**src/pll_ctrl_pkg.sv**
```systemverilog
// Package: register map, field layout, reset values and calibration timing of the PLL control block
`default_nettype none

package pll_ctrl_pkg;

    // ------------------------------------------------------------------
    // Bus geometry and register byte addresses
    // ------------------------------------------------------------------
    localparam int unsigned ADDR_W          = 8;
    localparam int unsigned DATA_W          = 32;
    localparam logic [7:0]  OFS_PLL2_M_DIV  = 8'h34;
    localparam logic [7:0]  OFS_PLL1_CTRL   = 8'h38;
    localparam logic [7:0]  OFS_PLL1_STATUS = 8'h3c;

    // ------------------------------------------------------------------
    // Field widths, status layout and reset values
    // ------------------------------------------------------------------
    localparam int unsigned CTRL_W          = 5;
    localparam int unsigned PRE_DIV_W       = 5;
    localparam int unsigned STAT_STATE_LSB  = 0;
    localparam int unsigned STAT_RATIO_LSB  = 3;
    localparam logic [2:0]  POST_DIV_RST    = 3'h7;
    localparam logic        RESYNC_EN_RST   = 1'b1;
    localparam logic        POWER_DOWN_RST  = 1'b0;
    localparam logic [4:0]  PRE_DIV_RST     = 5'h00;

    // ------------------------------------------------------------------
    // Calibration timing: least time, rounded up to whole cycles
    // ------------------------------------------------------------------
    localparam int unsigned CLK_PERIOD_NS   = 8;
    localparam int unsigned CAL_TIME_NS     = 1000;
    localparam int unsigned CAL_CYCLES      = (CAL_TIME_NS + CLK_PERIOD_NS - 1) / CLK_PERIOD_NS;

    // Control zero layout: bits [4:2] post divider, [1] resync enable, [0] power down
    typedef struct packed {
        logic [2:0] first_pll_post_divider;
        logic       first_pll_resync_enable;
        logic       first_pll_power_down;
    } first_pll_control_zero_t;

    // Calibration sequencer states, one-hot
    typedef enum logic [2:0] {
        CAL_OFF  = 3'b001,
        CAL_RUN  = 3'b010,
        CAL_LOCK = 3'b100
    } cal_state_t;

    // Post divider: codes 0 and 1 both divide by two
    function automatic logic [3:0] post_ratio_f(input logic [2:0] code);
        post_ratio_f = (code < 3'h2) ? 4'h2 : ({1'b0, code} + 4'h1);
    endfunction

    // Pre divider: code 0 bypasses (ratio 1), otherwise code plus one
    function automatic logic [5:0] pre_ratio_f(input logic [4:0] code);
        pre_ratio_f = (code == 5'h00) ? 6'h01 : ({1'b0, code} + 6'h01);
    endfunction

endpackage

`default_nettype wire

```
**src/sync_rise_detect.sv**
```systemverilog
// Two-flop synchroniser with a one-cycle rising-edge pulse
`default_nettype none

module sync_rise_detect (
    input  wire logic clk,
    input  wire logic rst,
    input  wire logic async_in,
    output logic      level_q,
    output logic      rise_q
);

    logic meta_q;
    logic past_q;

    // ------------------------------------------------------------------
    // Synchroniser: the first stage feeds only the second stage
    // ------------------------------------------------------------------
    always_ff @(posedge clk) begin
        if (rst) begin
            meta_q  <= 1'b0;
            level_q <= 1'b0;
        end else begin
            meta_q  <= async_in;
            level_q <= meta_q;
        end
    end

    // Edge detect works on the settled level only
    always_ff @(posedge clk) begin
        if (rst) begin
            past_q <= 1'b0;
            rise_q <= 1'b0;
        end else begin
            past_q <= level_q;
            rise_q <= level_q & ~past_q;
        end
    end

endmodule // sync_rise_detect

`default_nettype wire

```
**src/pll_cal_sequencer.sv**
```systemverilog
// Power and calibration sequencer of the first PLL
`default_nettype none

module pll_cal_sequencer
    import pll_ctrl_pkg::*;
#(
    parameter int unsigned CYCLES = CAL_CYCLES
) (
    input  wire logic clk,
    input  wire logic rst,
    input  wire logic power_down,
    output cal_state_t state_q,
    output logic      pll_enable_q,
    output logic      cal_reset_q,
    output logic      cal_start_q
);

    localparam int unsigned CNT_W = $clog2(CYCLES + 1);

    if (CYCLES < 1) begin : g_bad_cycles
        $error("Calibration needs at least one cycle");
    end

    cal_state_t       state_d;
    logic [CNT_W-1:0] cnt_q;

    // ------------------------------------------------------------------
    // Next state: power down always wins over a running calibration
    // ------------------------------------------------------------------
    always_comb begin
        state_d = state_q;
        case (state_q)
            CAL_OFF:  if (!power_down) state_d = CAL_RUN;
            CAL_RUN: begin
                if (power_down) begin
                    state_d = CAL_OFF;
                end else if (cnt_q == '0) begin
                    state_d = CAL_LOCK;
                end
            end
            CAL_LOCK: if (power_down) state_d = CAL_OFF;
            default:  state_d = CAL_OFF;
        endcase
    end

    // State and registered PLL controls, taken from the next state
    always_ff @(posedge clk) begin
        if (rst) begin
            state_q      <= CAL_OFF;
            pll_enable_q <= 1'b0;
            cal_reset_q  <= 1'b1;
            cal_start_q  <= 1'b0;
        end else begin
            state_q      <= state_d;
            pll_enable_q <= (state_d != CAL_OFF);
            cal_reset_q  <= (state_d == CAL_OFF);
            cal_start_q  <= (state_d == CAL_RUN) && (state_q != CAL_RUN);
        end
    end

    // Calibration timer, reloaded on every fresh start
    always_ff @(posedge clk) begin
        if (rst) begin
            cnt_q <= '0;
        end else if (state_q == CAL_OFF) begin
            cnt_q <= CNT_W'(CYCLES - 1);
        end else if (state_q == CAL_RUN && cnt_q != '0) begin
            cnt_q <= cnt_q - 1'b1;
        end
    end

endmodule // pll_cal_sequencer

`default_nettype wire

```
**src/pll_divider_power_control.sv**
```systemverilog
// Divider and power-down control registers of a dual-PLL clock generator
`default_nettype none

module pll_divider_power_control
    import pll_ctrl_pkg::*;
(
    input  wire logic                    CORE_CLK,
    input  wire logic                    RST,
    // Wishbone classic slave
    input  wire logic                    WB_CYC_I,
    input  wire logic                    WB_STB_I,
    input  wire logic                    WB_WE_I,
    input  wire logic [ADDR_W-1:0]       WB_ADR_I,
    input  wire logic [3:0]              WB_SEL_I,
    input  wire logic [DATA_W-1:0]       WB_DAT_I,
    output logic      [DATA_W-1:0]       WB_DAT_O,
    output logic                         WB_ACK_O,
    // EEPROM image load, same clock domain
    input  wire logic                    EE_LOAD,
    input  var  first_pll_control_zero_t EE_PLL1_CTRL,
    input  wire logic [PRE_DIV_W-1:0]    EE_PLL2_PRE_DIV,
    // Sync event pin
    input  wire logic                    SYNC_IN,
    // Controls to the analog PLLs and channels
    output logic [3:0]                   PLL1_POST_RATIO,
    output logic [5:0]                   PLL2_PRE_RATIO,
    output logic                         PLL2_PRE_BYPASS,
    output logic                         PLL1_ENABLE,
    output logic                         PLL1_CAL_RESET,
    output logic                         PLL1_CAL_START,
    output logic                         PLL1_RESYNC
);

    // ------------------------------------------------------------------
    // Declarations
    // ------------------------------------------------------------------
    first_pll_control_zero_t first_pll_control_zero_q;
    logic [PRE_DIV_W-1:0]    second_pll_pre_divider_q;
    logic                    ack_q;
    logic                    wb_req;
    logic                    wr_fire;
    logic                    wr_ctrl;
    logic                    wr_pre;
    logic [DATA_W-1:0]       rd_data;
    cal_state_t              cal_state;
    logic                    sync_level;
    logic                    sync_rise;

    // ------------------------------------------------------------------
    // Bus handshake
    // ------------------------------------------------------------------

    // A request is answered one cycle after it appears; the write lands on the ack edge
    assign wb_req  = WB_CYC_I & WB_STB_I;
    assign wr_fire = wb_req & ack_q & WB_WE_I & WB_SEL_I[0];
    assign wr_ctrl = wr_fire && (WB_ADR_I == OFS_PLL1_CTRL);
    assign wr_pre  = wr_fire && (WB_ADR_I == OFS_PLL2_M_DIV);

    // Ack toggles off after one cycle so a held request is not answered in two cycles in a row
    always_ff @(posedge CORE_CLK) begin
        if (RST) begin
            ack_q <= 1'b0;
        end else begin
            ack_q <= wb_req & ~ack_q;
        end
    end

    // Read mux; unmapped addresses answer with zero
    always_comb begin
        rd_data = '0;
        if (WB_ADR_I == OFS_PLL1_CTRL) begin
            rd_data[CTRL_W-1:0] = first_pll_control_zero_q;
        end else if (WB_ADR_I == OFS_PLL2_M_DIV) begin
            rd_data[PRE_DIV_W-1:0] = second_pll_pre_divider_q;
        end else if (WB_ADR_I == OFS_PLL1_STATUS) begin
            rd_data[STAT_STATE_LSB +: 3] = cal_state;
            rd_data[STAT_RATIO_LSB +: 4] = PLL1_POST_RATIO;
        end
    end

    // Read data is captured with the ack and cleared otherwise
    always_ff @(posedge CORE_CLK) begin
        if (RST) begin
            WB_DAT_O <= '0;
        end else if (wb_req && !ack_q && !WB_WE_I) begin
            WB_DAT_O <= rd_data;
        end else begin
            WB_DAT_O <= '0;
        end
    end

    assign WB_ACK_O = ack_q;

    // ------------------------------------------------------------------
    // Control registers
    // ------------------------------------------------------------------

    // Only the defined low bits are stored, so the upper bits stay zero
    always_ff @(posedge CORE_CLK) begin
        if (RST) begin
            first_pll_control_zero_q.first_pll_post_divider  <= POST_DIV_RST;
            first_pll_control_zero_q.first_pll_resync_enable <= RESYNC_EN_RST;
            first_pll_control_zero_q.first_pll_power_down    <= POWER_DOWN_RST;
        end else if (EE_LOAD) begin
            first_pll_control_zero_q <= EE_PLL1_CTRL;
        end else if (wr_ctrl) begin
            first_pll_control_zero_q <= WB_DAT_I[CTRL_W-1:0];
        end
    end

    // Pre divider shares the EEPROM load so both PLLs come up together
    always_ff @(posedge CORE_CLK) begin
        if (RST) begin
            second_pll_pre_divider_q <= PRE_DIV_RST;
        end else if (EE_LOAD) begin
            second_pll_pre_divider_q <= EE_PLL2_PRE_DIV;
        end else if (wr_pre) begin
            second_pll_pre_divider_q <= WB_DAT_I[PRE_DIV_W-1:0];
        end
    end

    // ------------------------------------------------------------------
    // Divider ratio outputs
    // ------------------------------------------------------------------

    // Registered so the analog side never sees decode glitches
    always_ff @(posedge CORE_CLK) begin
        if (RST) begin
            PLL1_POST_RATIO <= post_ratio_f(POST_DIV_RST);
            PLL2_PRE_RATIO  <= pre_ratio_f(PRE_DIV_RST);
            PLL2_PRE_BYPASS <= 1'b1;
        end else begin
            PLL1_POST_RATIO <= post_ratio_f(first_pll_control_zero_q.first_pll_post_divider);
            PLL2_PRE_RATIO  <= pre_ratio_f(second_pll_pre_divider_q);
            PLL2_PRE_BYPASS <= (second_pll_pre_divider_q == 5'h00);
        end
    end

    // ------------------------------------------------------------------
    // Power down and calibration
    // ------------------------------------------------------------------

    // Sequencer restarts calibration on every release of power down
    pll_cal_sequencer #(
        .CYCLES       (CAL_CYCLES)
    ) u_cal (
        .clk          (CORE_CLK),
        .rst          (RST),
        .power_down   (first_pll_control_zero_q.first_pll_power_down),
        .state_q      (cal_state),
        .pll_enable_q (PLL1_ENABLE),
        .cal_reset_q  (PLL1_CAL_RESET),
        .cal_start_q  (PLL1_CAL_START)
    );

    // ------------------------------------------------------------------
    // Sync event handling
    // ------------------------------------------------------------------

    // The pin is asynchronous; a short glitch below one cycle may be missed
    sync_rise_detect u_sync (
        .clk      (CORE_CLK),
        .rst      (RST),
        .async_in (SYNC_IN),
        .level_q  (sync_level),
        .rise_q   (sync_rise)
    );

    // One-cycle resync pulse, gated by the enable bit
    always_ff @(posedge CORE_CLK) begin
        if (RST) begin
            PLL1_RESYNC <= 1'b0;
        end else begin
            PLL1_RESYNC <= sync_rise & first_pll_control_zero_q.first_pll_resync_enable;
        end
    end
endmodule // pll_divider_power_control

`default_nettype wire

```
**config.mk**
```make
export PLATFORM = sky130hd
export DESIGN_NAME = pll_divider_power_control
export DESIGN_NICKNAME = d
export VERILOG_FILES = /design/src/pll_ctrl_pkg.sv /design/src/sync_rise_detect.sv /design/src/pll_cal_sequencer.sv /design/src/pll_divider_power_control.sv
export SDC_FILE = /design/constraint.sdc
export NUM_CORES = 1
export LEC_CHECK = 0
export BUFFER_PORTS_ARGS = -buffer_cell sky130_fd_sc_hd__buf_2
export CORE_MARGIN = 2
export CORE_UTILIZATION = 47
export CTS_BUF_LIST = sky130_fd_sc_hd__clkbuf_4 sky130_fd_sc_hd__clkbuf_8
export CTS_CLUSTER_SIZE = 12
export DETAILED_ROUTE_END_ITERATION = 12
export PLACE_DENSITY = 0.78
export SYNTH_ARGS = -nofsm -noshare
export SYNTH_HDL_FRONTEND = slang
export SYNTH_SLANG_ARGS = --single-unit
```
**constraint.sdc**
```tcl
create_clock -name CORE_CLK -period 2.4 [get_ports CORE_CLK]
set_clock_uncertainty 0.1 [all_clocks]
set_input_delay 0.48 -clock CORE_CLK [delete_from_list [all_inputs] [get_ports CORE_CLK]]
set_output_delay 0.48 -clock CORE_CLK [all_outputs]
set_load 0.03 [all_outputs]
```
==> impl_metrics.csv, run 1 <==
group,metric,value,unit
route,vias_per_cell,4.853,
timing,fmax,501.2,MHz
timing,worst_slew_pin_slew,0.6901,ns
logic_synthesis,synth.most_common_cell,"dfxtp_1",
setup_path,start_kind,"register",
setup_path,cp_cell_sequence,"inv_1 > ha_1 > nor4b_1 > a21oi_2 > a2111oi_0",
power_and_ir_drop,power_frac_comb,19.4,%
logic_synthesis,syn_area,0.002218,mm²
logic_synthesis,yosysTopAreaCellShare,42.41,%
layout,antenna_cells,0,
timing,period_needed,1.995,ns
logic_synthesis,postSynthCellCount,250,
logic_synthesis,async_flop_share,0,%
logic_synthesis,netlist_top_cells_area,"dfxtp_1 42%, buf_4 8.5%, mux2_2 7.6%, a21oi_1 4.5%, nor2_1 3.9%",
power_and_ir_drop,clockPowerShare,29.8,%
placement,gp_congestion,0.7584,
route,num_vias,1718,
clock_tree,cts.sinks,47,
clock_tree,post_cts_buffers,0,
layout,drive_gt1_share,28.48,%
flow_run,cap_violations,0,
setup_path,worst-path-buf-inv,1,
timing,rsz0062_at_grt,"no",
floorplan,die_w,72.70,µm
logic_synthesis,ys_seq_elements,47,
timing,setup-violations-final,0,
floorplan,core_area,0.004444,mm²
clock_tree,clk_latency,0.30,ns
logic_synthesis,syn_area_per_cell,8.874,µm²
setup_path,worstSetupPathType,"reg2reg",
power_and_ir_drop,p_sw_share,29.26,%
clock_tree,cts_root_buf,"clkbuf_8",
route,wl,4200,µm
clock_tree,cts_tree,"done",
power_and_ir_drop,seqPwrFrac,50.8,%
grt,antenna_found_initial,0,
logic_synthesis,synth_edf_count,0,
floorplan,row_count,24,
power_and_ir_drop,netSwitchingPower,508.9,µW
route,post-route-drc-count,0,
layout,finalNetCount,366,
floorplan,ios,109,
timing,hold_viol_final,0,
setup_path,crit_arrival,2.07,ns
floorplan,die_y,72.70,µm
hold_path,hold_class,"in2reg",
power_and_ir_drop,ir_worst_vdd,0.4447,mV
route,first_pass_iters,4,
floorplan,dieArea,0.005285,mm²
placement,dp.cells,346,
logic_synthesis,synth_top_cell_by_area,"dfxtp_1",
power_and_ir_drop,intPower,1.231,mW
setup_path,cp_slowest_cell,"nor4b_1",
layout,area_delta_synth_final,13.93,%
grt,track_usage,16.06,%
grt,grt_pass1_wl,6582,µm
logic_synthesis,synth-main-ff-cell,"dfxtp_1",
placement,dp.final_hpwl,3185,µm
grt,grt_max_degree,37,
setup_path,max_stage_delay,0.52,ns
route,avgRoutedWirePerCell,11.86,µm
timing,fin_crit_sh,83.13,%
clock_tree,clk_pin_slew_worst_paths,0.08,ns
power_and_ir_drop,p_leak,1.142,nW
grt,grt_pass1_vias,1515,
clock_tree,clockBufferDepth,2,
clock_tree,cts-resized-gates,0,
power_and_ir_drop,cellPowerDensity,688.3,mW/mm²
outcome,outcome,"finished, final reports clean",
logic_synthesis,ys_seq_area_share,42.41,%
grt,grt_remaining_overflow,0,
logic_synthesis,synth_commonest_cells,"47 x dfxtp_1, 25 x buf_4, 23 x nor2_1, 21 x nand2_1, 20 x a21oi_1",
setup_path,end_kind,"register",
floorplan,start_util,49.92,%
setup_path,critPathTopFamily,"compound AO/OA/AOI/OAI gates",
logic_synthesis,ys.warnings.count,0,
clock_tree,cts_hold_buffers,0,
logic_synthesis,yosys.cell_types.count,39,
route,postRouteAntennaNets,0,
layout,fin_cells,354,
clock_tree,cts_buffers,5,
placement,io_buffer_count,53,
route,drt_iter0_drc,103,
clock_tree,htree_levels,2,
power_and_ir_drop,p_total,1.740,mW
timing,tns,0,ns
setup_path,worst-endpoint-required,2.47,ns
timing,slew_headroom,53.89,%
timing,whs,0.2918,ns
setup_path,crit_path_max_fanout,9,
setup_path,r2r_slack,0.40,ns
timing,slew_viol_final,0,
[final timing paths]
kind | endpoint | depth (start not counted) | from
setup / recovery | u_cal.cnt_q[1] | 5 | u_cal.cnt_q[0]
hold reg to reg | u_sync.rise_q | 1 | u_sync.past_q
hold / removal | u_sync.meta_q | 2 | SYNC_IN
setup reg to reg | u_cal.cnt_q[1] | 5 | u_cal.cnt_q[0]
[worst register-to-register path, cell delays in order, from the launching register on]
cell and delay, ns:
dfxtp_1 0.34, inv_1 0.06, ha_1 0.17, nor4b_1 0.52, a21oi_2 0.24, a2111oi_0 0.43
[final cells by class]
class | instances | area (µm²)
timing repair buffer | 54 | 272.8
clock buffer | 8 | 103.9
sequential | 47 | 940.9
tap | 52 | 65.06
multi-input combinational | 180 | 1096
inverter | 13 | 48.80
fill | 435 | 1917
[cells in the final DEF (no fill, tap or decap), drive strengths merged]
cell,instances
nand2b,13
nor4b,2
mux2,15
a2111oi,2
or2,1
inv,13
a211oi,1
and4bb,1
or3b,2
nand4,1
a21oi,21
nand4bb,1
nand3,3
nor3,5
dfxtp,47
nor3b,4
clkbuf,8
nor2b,5
and4,2
nand2,21
a31o,1
nand4b,1
and2,1
a22oi,5
xor2,2
conb,25
ha,4
buf,54
nor2,25
or4,2
xnor2,4
a311oi,2
o21ai,8
[metrics by stage]
stage	utilization [%]	worst slack [ns]	instance area, µm²
floorplan	-	0.3459	2308
global placement	54.53	0.2076	2424
detailed placement	54.53	0.1958	2424
CTS	56.87	0.4007	2527
global route	56.87	0.1955	2527
finish	56.87	0.4049	2527
[power by group through the flow]
stage | logic, mW | clock network, mW | registers, mW
finish | 0.337 | 0.518 | 0.884
floorplan | 0.251 | 0 | 0.934
CTS | 0.339 | 0.535 | 0.884
detailed placement | 0.337 | 0 | 0.903
global placement | 0.333 | 0 | 0.899
global route | 0.375 | 0.556 | 0.892
[metal layers]
layer  track usage, %  wire length, µm  share of wire, %  vias to the layer above
met5                0                0                 0                        -
met4            4.938               46               1.1                        0
met3            4.972              257               6.1                        6
met2            27.37             2095                50                       52
met1            19.36             1800                43                      770
li1                 -                -                 -                      890
[sequential cells by signal (all words and copies together), names as in the netlist]
signal                    flops
PLL2_PRE_BYPASS               1
first_pll_control_zero_q      5
u_cal.cnt_q                   7
u_sync.level_q                1
PLL2_PRE_RATIO                6
u_sync.past_q                 1
u_cal.state_q                 3
WB_DAT_O                      7
PLL1_RESYNC                   1
WB_ACK_O                      1
second_pll_pre_divider_q      5
u_cal.cal_start_q             1
u_cal.pll_enable_q            1
u_cal.cal_reset_q             1
PLL1_POST_RATIO               4
u_sync.meta_q                 1
u_sync.rise_q                 1
[cells by family (layout without fill, tap and decap cells)]
group | after synthesis | in the layout | share of synthesized area [%]
AND/OR/NAND/NOR | 90 | 90 | 22.17
buffers and inverters | 47 | 75 | 12.24
multiplexers | 15 | 15 | 7.614
flip-flops | 47 | 47 | 42.41
other | 1 | 25 | 0.1690
XOR/XNOR | 6 | 6 | 2.369
AO/OA/AOI/OAI | 40 | 40 | 10.77
adder cells (fa/ha/maj) | 4 | 4 | 2.256
Power figures use the tool's default switching activity.
==> run 2: changes to the inputs <==
--- a/config.mk
+++ b/config.mk
@@ -7,11 +7,11 @@
 export LEC_CHECK = 0
 export BUFFER_PORTS_ARGS = -buffer_cell sky130_fd_sc_hd__buf_2
 export CORE_MARGIN = 2
-export CORE_UTILIZATION = 47
+export CORE_UTILIZATION = 43
 export CTS_BUF_LIST = sky130_fd_sc_hd__clkbuf_4 sky130_fd_sc_hd__clkbuf_8
 export CTS_CLUSTER_SIZE = 12
 export DETAILED_ROUTE_END_ITERATION = 12
-export PLACE_DENSITY = 0.78
+export PLACE_DENSITY = 0.75
 export SYNTH_ARGS = -nofsm -noshare
 export SYNTH_HDL_FRONTEND = slang
 export SYNTH_SLANG_ARGS = --single-unit
==> constraint.sdc (replaced) <==
create_clock -name CORE_CLK -period 1.83 [get_ports CORE_CLK]
set_clock_uncertainty 0.1 [all_clocks]
set_input_delay 0.366 -clock CORE_CLK [delete_from_list [all_inputs] [get_ports CORE_CLK]]
set_output_delay 0.366 -clock CORE_CLK [all_outputs]
set_load 0.03 [all_outputs]
==> run 2 against run 1 <==
- flip-flop and latch count stayed put
- fmax is 16% higher
- wire length increased by 1.2%
- setup slack lost 0.30 ns
- final cell count rose by 8.2%
- global-route usage down 0.63 points
- first-iteration DRC count down 16%
==> impl_metrics.csv, run 2 (synthesized netlist as in run 1, its figures left out) <==
group,metric,value,unit
outcome,outcome,"finished, final reports clean",
layout,top_regs,"WB_DAT_O: 7 flops, u_cal.cnt_q: 7 flops, PLL2_PRE_RATIO: 6 flops",
grt,track_usage,15.42,%
timing,period_needed,1.726,ns
placement,gp_congestion,0.7677,
timing,fmax,579.5,MHz
floorplan,die_w,75.83,µm
route,wl,4249,µm
power_and_ir_drop,cellPowerDensity,844.7,mW/mm²
grt,grt_max_degree,26,
route,post-route-drc-count,0,
setup_path,crit_arrival,1.81,ns
floorplan,ios,109,
floorplan,dieArea,0.005749,mm²
clock_tree,cts.sinks,47,
timing,slew_viol_final,0,
hold_path,hold_class,"in2reg",
grt,grt_pass1_wl,6720,µm
power_and_ir_drop,ir_worst_vdd,0.3647,mV
placement,dp.final_hpwl,3211,µm
clock_tree,clockBufferDepth,2,
floorplan,row_count,26,
clock_tree,htree_levels,2,
route,drt_iter0_drc,87,
layout,final_core_util,52.23,%
floorplan,die_y,75.83,µm
clock_tree,cts_buffers,5,
layout,drive_gt1_share,31.31,%
route,vias_per_cell,4.606,
timing,fin_crit_sh,94.30,%
placement,place_ws,-0.1484,ns
clock_tree,cts_tree,"done",
clock_tree,clk_latency,0.28,ns
grt,grt_pass1_vias,1501,
clock_tree,cts_hold_buffers,0,
layout,final_cell_mix,"53 x buf_2, 47 x dfxtp_1, 25 x conb_1",
placement,io_buffer_count,53,
layout,finalNetCount,379,
route,avgRoutedWirePerCell,11.09,µm
setup_path,start_kind,"register",
setup_path,worst-endpoint-required,1.92,ns
floorplan,start_util,44.00,%
layout,fin_cells,383,
grt,antenna_found_initial,0,
timing,hold_viol_final,0,
layout,antenna_cells,0,
grt,grt_remaining_overflow,0,
setup_path,end_kind,"register",
power_and_ir_drop,p_leak,1.196,nW
layout,fillers,505,
flow_run,cap_violations,0,
route,postRouteAntennaNets,0,
layout,area_delta_synth_final,18.73,%
route,num_vias,1764,
setup_path,crit_path_max_fanout,6,
setup_path,worstSetupPathType,"reg2reg",
layout,layout_commonest_cell,"buf_2",
floorplan,core_area,0.005042,mm²
clock_tree,clk_pin_slew_worst_paths,0.08,ns
timing,setup_ws,0.1044,ns
route,first_pass_iters,5,
placement,dp.cells,374,
clock_tree,cts_root_buf,"clkbuf_8",
timing,setup-violations-final,0,
==> run 2: cell types whose count changed in the layout (fill, tap and decap cells not counted) <==
| cell | previous run | this run |
|---|---|---|
| buf_4 | 1 | 14 |
| clkbuf_8 | 7 | 5 |
| a2111oi_0 | 1 | 0 |
| a2111oi_2 | 0 | 1 |
| a21oi_2 | 1 | 0 |
| a21oi_4 | 0 | 1 |
==> run 2: power by group <==
part           leakage, nW  total [mW]  internal, mW  switching [mW]
combinational        0.769       0.499         0.190           0.309
sequential           0.386        1.15          1.10          0.0562
clock               0.0406       0.572         0.270           0.302
==> run 2: through the flow <==
step | total power, mW | area (µm²) | setup TNS, ns | hold slack (ns)
2_1_floorplan | 1.554 | 2308 | -0.2201 | 0.2674
3_3_place_gp | 1.648 | 2521 | -0.6336 | 0.2729
3_5_place_dp | 1.660 | 2521 | -0.7220 | 0.2795
4_1_cts | 2.236 | 2605 | 0 | 0.1803
5_1_grt | 2.348 | 2634 | -0.01303 | 0.1814
6_report | 2.225 | 2634 | 0 | 0.1850
==> run 2: timing repair <==
item	in CTS	in global routing
endpoints found under the setup margin	1	1
pin swaps	0	1
setup buffers	0	3
resized for setup	1	2
cloned	0	0
==> run 2: per-layer routing <==
| metal | vias to the layer above | part of all wire, % | global-route usage [%] |
|---|---|---|---|
| met5 | - | 0 | 0 |
| met4 | 0 | 1.8 | 6.823 |
| met3 | 6 | 4.4 | 3.175 |
| met2 | 43 | 47 | 23.85 |
| met1 | 792 | 47 | 20.75 |
| li1 | 923 | - | - |
==> run 2: path summary, 6_finish.rpt <==
| kind | start | end | slack, ns | cells past startpoint |
|---|---|---|---|---|
| setup / recovery | u_cal.cnt_q[0] | u_cal.cnt_q[1] | 0.10 | 7 |
| setup reg to reg | u_cal.cnt_q[0] | u_cal.cnt_q[1] | 0.10 | 7 |
| hold reg to reg | u_sync.past_q | u_sync.rise_q | 0.29 | 1 |
| hold / removal | SYNC_IN | u_sync.meta_q | 0.18 | 2 |
==> run 2: final cells by class <==
| cell class | count | area [µm²] | share of cell area (%) |
|---|---|---|---|
| well taps | 70 | 87.58 | 3.325 |
| flip-flops and latches | 47 | 940.9 | 35.72 |
| inverters | 13 | 48.80 | 1.853 |
| clock buffers | 6 | 76.32 | 2.898 |
| repair buffers | 67 | 370.4 | 14.06 |
| multi-input cells | 180 | 1110 | 42.14 |
==> run 2: worst max-delay path, stage by stage (launching register included) <==
cell       delay [ns]
dfxtp_1          0.34
inv_1            0.06
ha_1             0.15
nor4b_1          0.23
buf_4            0.18
a21oi_4          0.07
buf_4            0.16
a2111oi_2        0.33
==> run 3: changes to the inputs <==
--- a/config.mk
+++ b/config.mk
@@ -7,11 +7,11 @@
 export LEC_CHECK = 0
 export BUFFER_PORTS_ARGS = -buffer_cell sky130_fd_sc_hd__buf_2
 export CORE_MARGIN = 2
-export CORE_UTILIZATION = 43
+export CORE_UTILIZATION = 51
 export CTS_BUF_LIST = sky130_fd_sc_hd__clkbuf_4 sky130_fd_sc_hd__clkbuf_8
 export CTS_CLUSTER_SIZE = 12
 export DETAILED_ROUTE_END_ITERATION = 12
-export PLACE_DENSITY = 0.75
+export PLACE_DENSITY = 0.88
 export SYNTH_ARGS = -nofsm -noshare
 export SYNTH_HDL_FRONTEND = slang
 export SYNTH_SLANG_ARGS = --single-unit
==> constraint.sdc (replaced) <==
create_clock -name CORE_CLK -period 2.1 [get_ports CORE_CLK]
set_clock_uncertainty 0.1 [all_clocks]
set_input_delay 0.42 -clock CORE_CLK [delete_from_list [all_inputs] [get_ports CORE_CLK]]
set_output_delay 0.42 -clock CORE_CLK [all_outputs]
set_load 0.03 [all_outputs]
==> run 3 against run 2 <==
- sequential power down 12%
- design area decreased by 3.8%
- sequential share of layout area rose by 1.4 points
- setup slack better by 0.12 ns
- global-route usage rose by 2.0 points
- first-iteration DRC count rose by 20%
- core utilization up 9.8 points
- via count shrank 0.96%
- critical path depth unchanged
- critical endpoint unchanged
==> impl_metrics.csv, run 3 (synthesized netlist as in run 1, its figures left out) <==
group,metric,value,unit
outcome,outcome,"finished, final reports clean",
floorplan,ios,109,
setup_path,end_kind,"register",
setup_path,worst-endpoint-required,2.18,ns
clock_tree,clk_pin_slew_worst_paths,0.07,ns
setup_path,start_kind,"register",
hold_path,hold_class,"in2reg",
power_and_ir_drop,p_total,1.919,mW
timing,fin_crit_sh,89.27,%
route,wl,4232,µm
route,avgRoutedWirePerCell,11.92,µm
setup_path,r2r.worst_path.cells,7,
power_and_ir_drop,p_leak,1.152,nW
clock_tree,cts_tree,"done",
clock_tree,cts-resized-gates,0,
clock_tree,clk_latency,0.29,ns
setup_path,cp_cell_sequence,"inv_1 > ha_1 > nor4b_1 > buf_4 > a21oi_2 > nor2_1 > a2111oi_0",
timing,tns,0,ns
placement,io_buffer_count,53,
clock_tree,clockBufferDepth,2,
setup_path,r2r_slack,0.23,ns
floorplan,start_util,54.29,%
setup_path,r2r-start,"u_cal.cnt_q[0]",
clock_tree,cts_buffers,5,
timing,whs,0.2358,ns
floorplan,core_area,0.004086,mm²
placement,gp_congestion,0.8136,
layout,final_cell_mix,"53 x buf_2, 47 x dfxtp_1, 25 x conb_1",
layout,drive_gt1_share,29.18,%
flow_run,cap_violations,0,
floorplan,die_y,69.95,µm
layout,layout_commonest_cell,"buf_2",
timing,hold_viol_final,0,
route,post-route-drc-count,0,
clock_tree,cts_root_buf,"clkbuf_8",
route,drt_iter0_drc,104,
setup_path,cp_slowest_cell,"dfxtp_1",
clock_tree,htree_levels,2,
placement,dp.final_hpwl,3206,µm
setup_path,regToRegEndpoint,"u_cal.cnt_q[1]",
route,postRouteAntennaNets,0,
timing,rsz0062_at_grt,"no",
setup_path,worstSetupPathType,"reg2reg",
grt,antenna_found_initial,0,
grt,grt_remaining_overflow,0,
timing,period_needed,1.875,ns
hold_path,min_to,"u_sync.meta_q",
timing,slew_viol_final,0,
route,vias_per_cell,4.921,
route,num_vias,1747,
layout,top_regs,"WB_DAT_O: 7 flops, u_cal.cnt_q: 7 flops, PLL2_PRE_RATIO: 6 flops",
power_and_ir_drop,cellPowerDensity,757.0,mW/mm²
floorplan,row_count,23,
layout,area_delta_synth_final,14.27,%
setup_path,crit_path_max_fanout,9,
setup_path,crit_cells,7,
route,first_pass_iters,4,
grt,track_usage,17.45,%
clock_tree,cts.sinks,47,
timing,fmax,533.4,MHz
clock_tree,post_cts_buffers,0,
grt,grt_pass1_vias,1528,
layout,finalNetCount,371,
setup_path,max_stage_delay,0.37,ns
timing,setup-violations-final,0,
grt,grt_max_degree,37,
setup_path,worst-path-buf-inv,2,
layout,antenna_cells,0,
floorplan,dieArea,0.004893,mm²
power_and_ir_drop,ir_worst_vdd,0.3816,mV
setup_path,critPathTopFamily,"compound AO/OA/AOI/OAI gates",
setup_path,crit_arrival,1.95,ns
clock_tree,cts_hold_buffers,0,
hold_path,hold_path_startpoint,"SYNC_IN",
hold_path,worstHoldPathCells,2,
grt,grt_pass1_wl,6865,µm
floorplan,die_w,69.95,µm
run 3: cell types whose count changed in the layout (fill, tap and decap cells not counted):
cell and change:
buf_4 -8, a2111oi_0 +1, a2111oi_2 -1, a21oi_2 +1, a21oi_4 -1
run 3: how the worst max path moves through the flow:
stage	from	end	slack, ns
floorplan	WB_ADR_I[7]	WB_DAT_O[5]	0.11
global placement	WB_ADR_I[7]	WB_DAT_O[6]	0.07
detailed placement	WB_ADR_I[7]	WB_DAT_O[5]	0.06
CTS	u_cal.cnt_q[0]	u_cal.cnt_q[1]	0.19
global route	u_cal.cnt_q[0]	u_cal.cnt_q[1]	0.07
finish	u_cal.cnt_q[0]	u_cal.cnt_q[1]	0.23
run 3: final cells by class:
class | count | area (µm²)
fill | 373 | 1551
inverter | 13 | 48.80
tap | 50 | 62.56
clock buffer | 6 | 76.32
multi-input combinational | 180 | 1096
timing repair buffer | 59 | 310.3
sequential | 47 | 940.9
run 3: layer usage:
metal / global-route usage [%] / share of wire, % / vias to the layer above
met4: 6.624 / 1.3 / 0
met1: 21.77 / 45 / 791
met5: 0 / 0 / -
li1: - / - / 905
met2: 29.21 / 49 / 44
met3: 4.040 / 4.8 / 7
run 3: where the power goes:
part	internal, mW	switching [mW]	total [mW]
clock	0.235	0.268	0.503
combinational	0.149	0.255	0.404
sequential	0.957	0.0555	1.01
run 3: metrics by stage:
stage               utilization (%)  worst slack, ns  cells  cell area [µm²]
floorplan                         -           0.1059    274             2308
global placement              60.17          0.07474    349             2459
detailed placement            60.17          0.06341    349             2459
CTS                           62.03           0.1937    355             2535
global route                  62.03          0.06657    355             2535
finish                        62.03           0.2253    355             2535
